### src/bfds_defs.vh
// register offsets, field positions, reset values and timing constants of the status bank
`ifndef BFDS_DEFS_VH
`define BFDS_DEFS_VH

// ----------------------------------------------------------------------
// serial register addresses (7-bit)
// ----------------------------------------------------------------------
`define BFDS_ADDR_W 7
`define BFDS_ADDR_FAULT 7'h52
`define BFDS_ADDR_DELAY1 7'h53
`define BFDS_ADDR_DELAY2 7'h54
`define BFDS_ADDR_DELAY3 7'h55

// ----------------------------------------------------------------------
// fault register bit positions
// ----------------------------------------------------------------------
`define BFDS_BIT_SENSE_OC 14
`define BFDS_BIT_INT_BRAKE 13
`define BFDS_BIT_BRIDGE_BRAKE 12
`define BFDS_BIT_LOW3_BRK 10
`define BFDS_BIT_LOW2_BRK 9
`define BFDS_BIT_LOW1_BRK 8
`define BFDS_BIT_LOW3 5
`define BFDS_BIT_HIGH3 4
`define BFDS_BIT_LOW2 3
`define BFDS_BIT_HIGH2 2
`define BFDS_BIT_LOW1 1
`define BFDS_BIT_HIGH1 0

// ----------------------------------------------------------------------
// delay register fields
// ----------------------------------------------------------------------
`define BFDS_CODE_W 6
`define BFDS_ON_LSB 0
`define BFDS_OFF_LSB 8

// ----------------------------------------------------------------------
// reset values and timing
// ----------------------------------------------------------------------
`define BFDS_FAULT_RESET 16'h0000
`define BFDS_DELAY_RESET 16'h0000
`define BFDS_FLAG_COUNT 12
`define BFDS_DELAY_STEP_PS 53300

`endif

### src/bfds_status_bank.v
// fault flag and effective delay status registers read over the serial interface
`timescale 1ns/1ns
`include "bfds_defs.vh"

module bfds_status_bank #(
	parameter CODE_W = `BFDS_CODE_W
) (
	// clock and reset
	input wire clock,
	input wire rst,
	input wire soft_rst,
	// asynchronous fault condition levels, high while present
	input wire sense_overcurrent_in,
	input wire internal_supply_brake_in,
	input wire bridge_supply_brake_in,
	input wire [2:0] low_overvoltage_braking_in,
	input wire [2:0] low_overvoltage_in,
	input wire [2:0] high_overvoltage_in,
	// measured delay codes from the delay measurement logic, same clock
	input wire [2:0] delay_update,
	input wire [3*CODE_W-1:0] on_delay_code_in,
	input wire [3*CODE_W-1:0] off_delay_code_in,
	// register read port from the serial interface core
	input wire rd_strobe,
	input wire [`BFDS_ADDR_W-1:0] rd_addr,
	output reg [15:0] rd_data,
	output reg rd_valid,
	output reg rd_hit
);

	// ----------------------------------------------------------------------
	// helpers
	// ----------------------------------------------------------------------

	// place both 6-bit codes, reserved bits 15:14 and 7:6 forced to zero
	function [15:0] pack_delay;
		input [CODE_W-1:0] on_code;
		input [CODE_W-1:0] off_code;
		begin
			pack_delay = 16'h0000;
			pack_delay[`BFDS_ON_LSB +: CODE_W] = on_code;
			pack_delay[`BFDS_OFF_LSB +: CODE_W] = off_code;
		end
	endfunction

	// spread the compact flag vector to its register positions
	function [15:0] pack_fault;
		input [`BFDS_FLAG_COUNT-1:0] f;
		begin
			pack_fault = `BFDS_FAULT_RESET;
			pack_fault[`BFDS_BIT_SENSE_OC] = f[11];
			pack_fault[`BFDS_BIT_INT_BRAKE] = f[10];
			pack_fault[`BFDS_BIT_BRIDGE_BRAKE] = f[9];
			pack_fault[`BFDS_BIT_LOW3_BRK] = f[8];
			pack_fault[`BFDS_BIT_LOW2_BRK] = f[7];
			pack_fault[`BFDS_BIT_LOW1_BRK] = f[6];
			pack_fault[`BFDS_BIT_LOW3] = f[5];
			pack_fault[`BFDS_BIT_HIGH3] = f[4];
			pack_fault[`BFDS_BIT_LOW2] = f[3];
			pack_fault[`BFDS_BIT_HIGH2] = f[2];
			pack_fault[`BFDS_BIT_LOW1] = f[1];
			pack_fault[`BFDS_BIT_HIGH1] = f[0];
		end
	endfunction

	// ----------------------------------------------------------------------
	// fault condition synchronisation
	// ----------------------------------------------------------------------

	wire [`BFDS_FLAG_COUNT-1:0] raw_faults;
	wire [`BFDS_FLAG_COUNT-1:0] fault_seen;

	// compact order: [11] overcurrent .. [0] high side 1
	assign raw_faults = {
		sense_overcurrent_in,
		internal_supply_brake_in,
		bridge_supply_brake_in,
		low_overvoltage_braking_in[2],
		low_overvoltage_braking_in[1],
		low_overvoltage_braking_in[0],
		low_overvoltage_in[2],
		high_overvoltage_in[2],
		low_overvoltage_in[1],
		high_overvoltage_in[1],
		low_overvoltage_in[0],
		high_overvoltage_in[0]
	};

	// fault levels come from the analogue comparators, so they cross in here
	bfds_sync #(
		.WIDTH(`BFDS_FLAG_COUNT)
	) u_fault_sync (
		.clock(clock),
		.rst(rst),
		.async_in(raw_faults),
		.sync_out(fault_seen)
	);

	// ----------------------------------------------------------------------
	// sticky fault flags
	// ----------------------------------------------------------------------

	reg [`BFDS_FLAG_COUNT-1:0] fault_flags;
	reg [`BFDS_FLAG_COUNT-1:0] next_fault_flags;
	wire fault_read;

	assign fault_read = rd_strobe && (rd_addr == `BFDS_ADDR_FAULT);

	// a read clears what it returns, but a condition seen in the same cycle
	// sets the flag again so no event slips between read and clear
	always @* begin
		next_fault_flags = fault_flags;
		if (fault_read) begin
			next_fault_flags = {`BFDS_FLAG_COUNT{1'b0}};
		end
		next_fault_flags = next_fault_flags | fault_seen;
	end

	// restart is not a reset here: flags clear only on power-on reset, soft reset or a fault register read
	always @(posedge clock or posedge rst) begin
		if (rst) begin
			fault_flags <= {`BFDS_FLAG_COUNT{1'b0}};
		end else if (soft_rst) begin
			fault_flags <= {`BFDS_FLAG_COUNT{1'b0}};
		end else begin
			fault_flags <= next_fault_flags;
		end
	end

	// ----------------------------------------------------------------------
	// effective delay codes
	// ----------------------------------------------------------------------

	reg [CODE_W-1:0] on_code [0:2];
	reg [CODE_W-1:0] off_code [0:2];
	integer i;

	// each bridge keeps its last measurement until the next update strobe or soft reset;
	// a restart leaves the codes alone
	always @(posedge clock or posedge rst) begin
		if (rst) begin
			for (i = 0; i < 3; i = i + 1) begin
				on_code[i] <= {CODE_W{1'b0}};
				off_code[i] <= {CODE_W{1'b0}};
			end
		end else begin
			for (i = 0; i < 3; i = i + 1) begin
				if (soft_rst) begin
					on_code[i] <= {CODE_W{1'b0}};
					off_code[i] <= {CODE_W{1'b0}};
				end else if (delay_update[i]) begin
					on_code[i] <= on_delay_code_in[i*CODE_W +: CODE_W];
					off_code[i] <= off_delay_code_in[i*CODE_W +: CODE_W];
				end
			end
		end
	end

	// ----------------------------------------------------------------------
	// read decode
	// ----------------------------------------------------------------------

	reg [15:0] next_rd_data;
	reg next_rd_hit;

	// the fault word shows the flags before this read's clear takes effect;
	// unmapped addresses answer zero with the hit flag low
	always @* begin
		next_rd_data = 16'h0000;
		next_rd_hit = 1'b1;
		case (rd_addr)
			`BFDS_ADDR_FAULT: begin
				next_rd_data = pack_fault(fault_flags);
			end
			`BFDS_ADDR_DELAY1: begin
				next_rd_data = pack_delay(on_code[0], off_code[0]);
			end
			`BFDS_ADDR_DELAY2: begin
				next_rd_data = pack_delay(on_code[1], off_code[1]);
			end
			`BFDS_ADDR_DELAY3: begin
				next_rd_data = pack_delay(on_code[2], off_code[2]);
			end
			default: begin
				next_rd_hit = 1'b0;
			end
		endcase
	end

	// answer one cycle after the strobe; data holds until the next read
	always @(posedge clock or posedge rst) begin
		if (rst) begin
			rd_data <= 16'h0000;
			rd_valid <= 1'b0;
			rd_hit <= 1'b0;
		end else begin
			rd_valid <= rd_strobe;
			if (rd_strobe) begin
				rd_data <= next_rd_data;
				rd_hit <= next_rd_hit;
			end
		end
	end

endmodule // bfds_status_bank

### src/bfds_sync.v
// two-flop synchroniser for a group of asynchronous fault levels
`timescale 1ns/1ns

module bfds_sync #(
	parameter WIDTH = 12
) (
	// clock and reset
	input wire clock,
	input wire rst,
	// asynchronous levels in, synchronised levels out
	input wire [WIDTH-1:0] async_in,
	output reg [WIDTH-1:0] sync_out
);

	reg [WIDTH-1:0] meta;

	// first stage is read only by the second stage
	always @(posedge clock or posedge rst) begin
		if (rst) begin
			meta <= {WIDTH{1'b0}};
			sync_out <= {WIDTH{1'b0}};
		end else begin
			meta <= async_in;
			sync_out <= meta;
		end
	end

endmodule // bfds_sync

### config.mk
export PLATFORM = sky130hd
export DESIGN_NAME = bfds_status_bank
export DESIGN_NICKNAME = d
export VERILOG_FILES = /design/src/bfds_status_bank.v /design/src/bfds_sync.v
export VERILOG_INCLUDE_DIRS = /design/src
export SDC_FILE = /design/constraint.sdc
export NUM_CORES = 1
export LEC_CHECK = 0
export ABC_AREA = 0
export BUFFER_PORTS_ARGS = -buffer_cell sky130_fd_sc_hd__clkbuf_2
export CORE_MARGIN = 10
export CORE_UTILIZATION = 58
export DETAILED_ROUTE_END_ITERATION = 10
export PLACE_DENSITY = 0.92
export SLEW_MARGIN = 30
export SYNTH_ARGS = -nofsm -noshare
export SYNTH_HDL_FRONTEND = slang
export SYNTH_SLANG_ARGS = --single-unit
export TNS_END_PERCENT = 30
### constraint.sdc
create_clock -name clock -period 3.8 [get_ports clock]
set_input_delay 0.38 -clock clock [delete_from_list [all_inputs] [get_ports clock]]
set_output_delay 0.38 -clock clock [all_outputs]
set_load 0.005 [all_outputs]
==> impl_metrics.toml, run 1 <==
[synthesis]
synthAdderAreaFrac_pct = 0
yosys-top-cells-area = "dfrtp_1 60%, mux2i_1 16%, o2bb2ai_2 4.1%"
ys_seq_elements = 87
yosysTopAreaCellShare_pct = 59.9
yosysMostFrequentCell = "dfrtp_1"
synth_edf_count = 0
synthFlopType = "dfrtp_1"
synth_top_family_by_area = "multiplexers"
avgSynthCellArea_sq_um = 13.2
yosys.area.top_type = "dfrtp_1"
ys_warn_count = 0
netlist_instances = 276
synthXorXnorAreaFrac_pct = 0
synth_mux_area_share_pct = 16.3
synthesis.area_sq_um = 3630
synth_compound_area_share_pct = 10.2
yosys.area_share.simple_pct = 8.23
ys_async_sr_fraction_pct = 100
ys_types = 24
synthTopCellsByCount = "87 x dfrtp_1, 59 x mux2i_1, 36 x nor2_1, 13 x inv_1, 13 x nand2b_1"
yosysSeqAreaShare_pct = 59.9

[place]
dp_cells = 410
hpwl_microns = 5220
place.gp.congestion = 0.850
dpl_cell_area_sq_um = 3990
port_buffers = 76

[die]
die_w_microns = 99.1
num_rows = 28
io_pins = 80
core_area_sq_um = 5990
die_area_sq_um = 9830
start_util_pct = 60.6
die_y_microns = 99.1

[flow_run]
maxCapViolations = 0

[grt]
grt_max_degree = 61
grt_pass1_vias = 2419
antenna_found_initial = 0
grt_first_pass_wirelength_microns = 12100
grt_use_total_pct = 15.1
grt-ovfl-total = 0

[critical_path]
reg2reg_from = "off_code[1]"
crit_chain = "clkbuf_2 > nor4_4 > o22ai_1"
cp-end-kind = "flop"
worstPathRequired_ns = 3.99
worstPathArrival_ns = 1.86
crit_start = "rd_addr[0]"
worst-path-buf-inv = 1
cp-start-kind = "input pin"
crit_family = "simple AND/OR/NAND/NOR gates"
cp_slowest_cell = "nor4_4"
cp_slowest_stage_delay_ns = 0.78
path_class = "in2reg"
crit_fanout = 26

[clocking]
cts.clk_slew.worst_paths_ns = 0.08
tritoncts = "built"
postCtsHoldBufs = 0
cts_setup_buffers = 0
clock_path_buffers = 2
cts_resized = 0
h-tree-depth = 3
cts_buffers = 9
clock-root-buffer = "clkbuf_8"
clock_latency_ns = 0.34
cts.sinks = 87

[layout]
postLayoutCellArea_sq_um = 4180
fill_cells = 409
area_growth_pct = 15.1
nets = 408
final_cells = 426
drive_gt1_share_pct = 30.5
diodes = 0

[routing]
vias = 2297
vias_per_cell = 5.39
antenna_left = 0
wl_per_cell_microns = 17.1
drt_iter0_drc = 109
firstDrtPassIters = 4
routed_wl_microns = 7280
drc = 0

[outcome]
outcome = "completed"

[power_and_ir_drop]
switching_share_pct = 23.4
p_seq_share_pct = 55.7
p_switching_uw = 418
p_leak_uw = 0.00215
powerDensity_nw_per_um2 = 428
ir_drop_mv = 0.270
power_frac_clock_pct = 34.5
power.internal_uw = 1370
p_comb_share_pct = 9.8
total_power_uw = 1790

[sta]
fin_crit_ns = 1.67
relSlewSlack_pct = 39.5
worst_pin_slew_ns = 0.908
rsz0062_at_grt = "false"
setup_tns_ns = 0
drv_slew = 0
finalHoldViolations = 0
whs_ns = 0.123
fin_skew_ns = 0.00814
setup_violations = 0
timing.fmax_mhz = 598
post-route-period-util_pct = 44.0

[hold_path]
hold_path_class = "in2async"
-- per-stage QoR --
stage	setup WS [ns]	utilization (%)
final	2.13	69.8
after global routing	2.00	69.8
after CTS	2.14	69.7
after detailed placement	1.77	66.5
after global placement	1.83	66.5
after floorplan	1.17	-
-- cell type report --
class	instances	area [sq um]	area share (%)
sequential	87	2180	52.1
multi-input combinational	157	1270	30.4
timing repair buffer	77	390	9.34
clock buffer	12	145	3.47
tap	75	93.8	2.25
inverter	14	55.1	1.32
clock inverter	4	45.0	1.08
-- flip-flops by register name, indices dropped and copies added (netlist names) --
| signal | flops |
|---|---|
| u_fault_sync.meta | 12 |
| rd_valid | 1 |
| fault_flags | 12 |
| rd_hit | 1 |
| rd_data | 13 |
| u_fault_sync.sync_out | 12 |
| off_code | 18 |
| on_code | 18 |
-- metal layers --
layer  vias to the layer above  track usage, %  routed length, microns
li1                       1085               -                       -
met1                      1124            19.7                    3210
met2                        80            22.9                    3460
met3                         8            4.98                     523
met4                         0            5.62                      82
met5                         -               0                       0
-- final timing paths --
check / depth (start not counted) / end / slack (ns)
max in group asynchronous: 3 / off_code[15] / 2.83
setup / recovery: 3 / fault_flags[0] / 2.13
setup reg to reg: 3 / rd_data[9] / 2.82
hold reg to reg: 0 / u_fault_sync.sync_out[11] / 0.34
hold / removal: 2 / u_fault_sync.meta[8] / 0.12
min in group clock: 1 / u_fault_sync.meta[4] / 0.14
-- layout by cell type (no fill, tap or decap) --
cell / netlist / layout
nand2b_1: 13 / 13
nand2_1: 3 / 3
o22ai_1: 12 / 12
conb_1: 1 / 3
inv_1: 13 / 12
nor4_4: 1 / 1
nand4bb_4: 1 / 1
inv_4: 0 / 1
o2bb2ai_2: 10 / 10
or2_4: 1 / 1
a21o_1: 1 / 1
bufinv_16: 0 / 1
nor2_1: 36 / 36
buf_4: 3 / 2
dfrtp_1: 87 / 87
nand2b_4: 1 / 1
a211oi_1: 1 / 1
mux2i_1: 59 / 59
o22a_1: 12 / 12
o2bb2ai_1: 2 / 2
inv_2: 1 / 1
clkbuf_1: 4 / 2
o41ai_1: 1 / 1
clkbuf_8: 0 / 10
clkbuf_2: 0 / 75
clkinv_2: 0 / 3
-- worst reg2reg max path: stages (launching register included) --
cell and delay [ns]:
dfrtp_1 0.39, mux2i_1 0.24, o22a_1 0.19, o2bb2ai_2 0.05
-- kinds of logic after synthesis --
group / after synthesis
mux: 59
flops: 87
simple gates: 56
buf+inv: 34
compound gates: 39
other cells: 1
-- power by group through the flow --
stage / clock, uW / sequential [uW] / combinational, uW
2_1_floorplan: 0 / 1010 / 124
3_3_place_gp: 0 / 1010 / 170
3_5_place_dp: 0 / 1010 / 177
4_1_cts: 628 / 996 / 177
5_1_grt: 666 / 1000 / 198
6_report: 617 / 995 / 176
(Power assumes the default switching activity.)
==> inputs of run 2 (changes only) <==
--- a/config.mk
+++ b/config.mk
@@ -9,9 +9,9 @@
 export ABC_AREA = 0
 export BUFFER_PORTS_ARGS = -buffer_cell sky130_fd_sc_hd__clkbuf_2
 export CORE_MARGIN = 10
-export CORE_UTILIZATION = 58
+export CORE_UTILIZATION = 54
 export DETAILED_ROUTE_END_ITERATION = 10
-export PLACE_DENSITY = 0.92
+export PLACE_DENSITY = 0.87
 export SLEW_MARGIN = 30
 export SYNTH_ARGS = -nofsm -noshare
 export SYNTH_HDL_FRONTEND = slang
==> constraint.sdc (replaced) <==
create_clock -name clock -period 1.6 [get_ports clock]
set_input_delay 0.16 -clock clock [delete_from_list [all_inputs] [get_ports clock]]
set_output_delay 0.16 -clock clock [all_outputs]
set_load 0.005 [all_outputs]
==> run 2 against run 1 <==
Cell count increased by 5.4%. Utilization decreased by 1.3 points. Non-clock buffer count increased by 21. Cell area increased by 5.7%. Via count increased by 2.4%. First-iteration DRC count decreased by 13%. Clock-buffer cell count decreased by 3. Die area increased by 5.9%. Sequential share of layout area decreased by 2.8 points. Clock skew decreased by 0.0028 ns. Critical path depth increased by 3.
==> impl_metrics.toml, run 2 (synthesized netlist as in run 1, its figures left out) <==
[routing]
drc = 0
wl_met1_microns = 3490
drt_iter0_drc = 95
dr_wl_met2_microns = 3580
wl_per_cell_microns = 17.0
vias = 2352
antenna_left = 0
vias_per_cell = 5.24
routed_wl_microns = 7650
met3_wirelength_microns = 416
firstDrtPassIters = 4
highest_layer = "met4"

[sta]
drv_slew = 0
fin_skew_ns = 0.00532
setup_tns_ns = 0
rsz0062_at_grt = "false"
worst_pin_slew_ns = 0.630
timing.fmax_mhz = 757
fin_crit_ns = 1.32
finalHoldViolations = 0
relSlewSlack_pct = 58.0
whs_ns = 0.0394
post-route-period-util_pct = 82.6
setup_violations = 0

[die]
die_y_microns = 102
start_util_pct = 56.2
die_area_sq_um = 10400
io_pins = 80
core_area_sq_um = 6460
die_w_microns = 102
num_rows = 29

[place]
hpwl_microns = 5640
dp_cells = 419
dpl_cell_area_sq_um = 4110
place.gp.congestion = 0.818
port_buffers = 76

[layout]
area_growth_pct = 21.7
top_regs = "off_code (18), on_code (18), rd_data (13)"
final_cells = 449
drive_gt1_share_pct = 31.2
fin_util_pct = 68.4
fill_cells = 469
final_cell_mix = "87 x dfrtp_1, 76 x clkbuf_2, 59 x mux2i_1, 36 x nor2_1, 14 x dlygate4sd3_1"
seq_area_sq_um = 2180
nets = 429
diodes = 0
multiInputGateArea_sq_um = 1270
postLayoutCellArea_sq_um = 4420
final_common_cell = "dfrtp_1"

[critical_path]
cp-end-kind = "flop"
path_class = "in2reg"
worstPathRequired_ns = 1.82
crit_fanout = 12
cp-start-kind = "input pin"
worstPathArrival_ns = 1.54

[clocking]
h-tree-depth = 3
postCtsHoldBufs = 14
cts_buffers = 9
cts.clk_slew.worst_paths_ns = 0.09
cts.sinks = 87
cts_resized = 0
clock_path_buffers = 2
cts_setup_buffers = 0
clock_latency_ns = 0.36
tritoncts = "built"
clock-root-buffer = "clkbuf_8"

[power_and_ir_drop]
powerDensity_nw_per_um2 = 949
switching_share_pct = 26.0
p_seq_share_pct = 56.5
ir_drop_mv = 0.580
p_comb_share_pct = 11.2
p_leak_uw = 0.00224
power.internal_uw = 3100
p_switching_uw = 1090
power_frac_clock_pct = 32.3

[grt]
grt_pass1_vias = 2504
grt-ovfl-total = 0
antenna_found_initial = 0
grt_max_degree = 36
grt_use_total_pct = 15.4
grt_first_pass_wirelength_microns = 12500

[outcome]
outcome = "completed"

[flow_run]
maxCapViolations = 0

[hold_path]
hold_path_class = "in2reg"
## run 2: cell count changes in the layout (fill, tap and decap cells not counted), moves of 2 or more
cell,delta
buf_12,+5
clkbuf_1,-2
clkinv_4,+2
clkinvlp_4,+4
dlygate4sd3_1,+14
## run 2: power groups by stage
| stage | clock [uW] | combinational, uW | sequential [uW] |
|---|---|---|---|
| 2_1_floorplan | 0 | 296 | 2390 |
| 3_3_place_gp | 0 | 428 | 2410 |
| 3_5_place_dp | 0 | 449 | 2410 |
| 4_1_cts | 1370 | 477 | 2370 |
| 5_1_grt | 1450 | 527 | 2380 |
| 6_report | 1350 | 471 | 2370 |
## run 2: cell type report
cell class	instances	area share (%)
sequential	87	49.3
multi-input combinational	157	28.8
timing repair buffer	98	14.6
clock buffer	9	2.80
tap	77	2.18
inverter	14	1.27
clock inverter	7	1.13
## run 2: metal layers
layer,track usage (%),vias up
met5,0,-
met2,22.9,71
met3,3.98,14
met4,7.38,0
li1,-,1127
met1,20.7,1140
## run 2: final timing paths
check,start,end,slack (ns),cells after the start
worst max-delay path,rd_strobe,fault_flags[8],0.28,6
worst min-delay path,on_delay_code_in[4],on_code[16],0.04,3
worst max register to register,on_code[17],rd_data[5],0.62,3
worst min register to register,u_fault_sync.meta[11],u_fault_sync.sync_out[11],0.35,0
max in group asynchronous,rst,fault_flags[6],0.71,4
min in group asynchronous,rst,u_fault_sync.meta[2],0.40,3
## run 2: critical path, stage by stage
cell and delay (ns):
dlygate4sd3_1 0.52, clkbuf_2 0.16, inv_2 0.11, nor4_4 0.25
buf_4 0.23, o22ai_1 0.11
## run 2: metrics by stage
stage | total power (uW) | setup slack [ns]
4_1_cts | 4220 | 0.289
6_report | 4190 | 0.279
2_1_floorplan | 2690 | 0.432
3_3_place_gp | 2840 | 0.389
5_1_grt | 4360 | 0.226
3_5_place_dp | 2860 | 0.267
==> inputs of run 3 (changes only) <==
==> constraint.sdc (replaced) <==
create_clock -name clock -period 1.3 [get_ports clock]
set_input_delay 0.13 -clock clock [delete_from_list [all_inputs] [get_ports clock]]
set_output_delay 0.13 -clock clock [all_outputs]
set_load 0.005 [all_outputs]
==> run 3 against run 2 <==
Utilization up 0.45 points. Clock skew up 0.0034 ns. Combinational power up 24%. Cell area up 0.65%. Clock-buffer cell count up 2. Setup slack worse by 0.23 ns. Highest routed layer unchanged.
==> impl_metrics.toml, run 3 (synthesized netlist as in run 1, its figures left out) <==
[critical_path]
crit_family = "buffers and inverters"
crit_chain = "dlygate4sd3_1 > buf_4 > inv_4 > nor4_4 > buf_4 > o22ai_1"
path_class = "in2reg"
cp_slowest_cell = "dlygate4sd3_1"
worstPathArrival_ns = 1.48
cp-start-kind = "input pin"
worst_r2r_endpoint = "rd_data[0]"
cp_slowest_stage_delay_ns = 0.55
rr_worst_depth = 3
reg2reg_from = "fault_flags[0]"
crit_fanout = 9
cp-end-kind = "flop"
cp_common_cell = "buf_4"
worst-path-buf-inv = 4
path_depth = 6
worstPathRequired_ns = 1.53
reg2reg_slack_ns = 0.35

[hold_path]
hold_path_class = "in2reg"
hold_end = "on_code[1]"
hp-start = "on_delay_code_in[13]"
hold_path_depth = 3

[routing]
vias_per_cell = 5.32
drc = 0
vias = 2396
wl_per_cell_microns = 17.8
firstDrtPassIters = 4
drt_iter0_drc = 107
met3_wirelength_microns = 485
antenna_left = 0
routed_wl_microns = 8010
wl_met1_microns = 3310
dr_wl_met2_microns = 4060
highest_layer = "met4"

[power_and_ir_drop]
switching_share_pct = 24.1
p_comb_share_pct = 10.9
power_frac_clock_pct = 34.7
power.internal_uw = 4070
p_switching_uw = 1290
p_seq_share_pct = 54.5
ir_drop_mv = 0.761
powerDensity_nw_per_um2 = 1200
total_power_uw = 5360
p_leak_uw = 0.00227

[sta]
fin_crit_ns = 1.25
whs_ns = 0.0170
drv_slew = 0
timing.fmax_mhz = 800
finalHoldViolations = 0
fin_skew_ns = 0.00871
setup_tns_ns = 0
post-route-period-util_pct = 96.2
setup_violations = 0
worst_pin_slew_ns = 0.522
relSlewSlack_pct = 65.2

[layout]
final_cell_mix = "87 x dfrtp_1, 75 x clkbuf_2, 59 x mux2i_1, 36 x nor2_1, 14 x dlygate4sd3_1"
final_common_cell = "dfrtp_1"
area_growth_pct = 22.5
diodes = 0
top_regs = "off_code (18), on_code (18), rd_data (13)"
drive_gt1_share_pct = 31.1
fin_util_pct = 68.9
nets = 430

[grt]
antenna_found_initial = 0
grt_first_pass_wirelength_microns = 12900
grt_max_degree = 61
grt_use_total_pct = 15.9
grt_pass1_vias = 2562
grt-ovfl-total = 0

[outcome]
outcome = "completed"

[clocking]
clock_latency_ns = 0.35
h-tree-depth = 3
clock_path_buffers = 2
tritoncts = "built"
clock-root-buffer = "clkbuf_8"
cts_buffers = 9
cts.sinks = 87
cts.clk_slew.worst_paths_ns = 0.08

[flow_run]
maxCapViolations = 0

[die]
die_w_microns = 102
io_pins = 80
die_y_microns = 102
num_rows = 29
start_util_pct = 56.2
die_area_sq_um = 10400
core_area_sq_um = 6460

[place]
port_buffers = 76
place.gp.congestion = 0.802
hpwl_microns = 5720
==> run 3: changes by cell type in the layout (fill, tap and decap cells not counted), sizes merged <==
cell / before / now
bufinv: 0 / 1
clkinvlp: 4 / 1
clkbuf: 85 / 86
buf: 8 / 10
==> run 3: metal layers <==
layer	vias up	track usage, %
li1	1131	-
met1	1172	19.2
met2	74	26.4
met3	19	3.98
met4	0	7.27
met5	-	0
==> run 3: repair_timing <==
item | 4_1_cts | 5_1_grt
hold buffers | 14 | 0
setup buffers | 0 | 0
endpoints found under the setup margin | 0 | 12
gates resized for setup | 0 | 6
endpoints found under the hold margin | 100 | 0
==> run 3: final cells by class <==
type	instances	area [sq um]
clock buffers	11	141
clock inverters	5	57.6
fillers	484	2010
inverters	14	58.8
multi-input cells	157	1270
flip-flops and latches	87	2180
well taps	77	96.3
repair buffers	99	644
==> run 3: worst max-delay path by stage <==
| stage | from | to | slack (ns) |
|---|---|---|---|
| floorplan | rst | fault_flags[0] | 0.16 |
| global placement | rd_addr[0] | rd_data[13] | 0.08 |
| detailed placement | rd_addr[0] | rd_data[13] | 0.03 |
| CTS | rd_strobe | fault_flags[0] | 0.03 |
| global route | rd_strobe | fault_flags[4] | -0.007 |
| finish | rd_strobe | fault_flags[4] | 0.05 |
==> run 3: power by group through the flow <==
stage,Clock (uW),Sequential (uW),Combinational (uW)
floorplan,0,2940,364
global placement,0,2970,525
detailed placement,0,2970,555
CTS,1900,2920,590
global route,2020,2930,650
finish,1860,2920,583
==> run 3: worst min-delay path, cell delays in order <==
cell and delay, ns:
clkbuf_2 0.07, mux2i_1 0.05, nor2_1 0.08
==> run 3: stage by stage <==
step,area (sq um),setup WS [ns],instances
floorplan,3640,0.162,278
global placement,4090,0.0776,419
detailed placement,4090,0.0260,419
CTS,4430,0.0290,449
global route,4450,-0.00745,450
finish,4450,0.0500,450
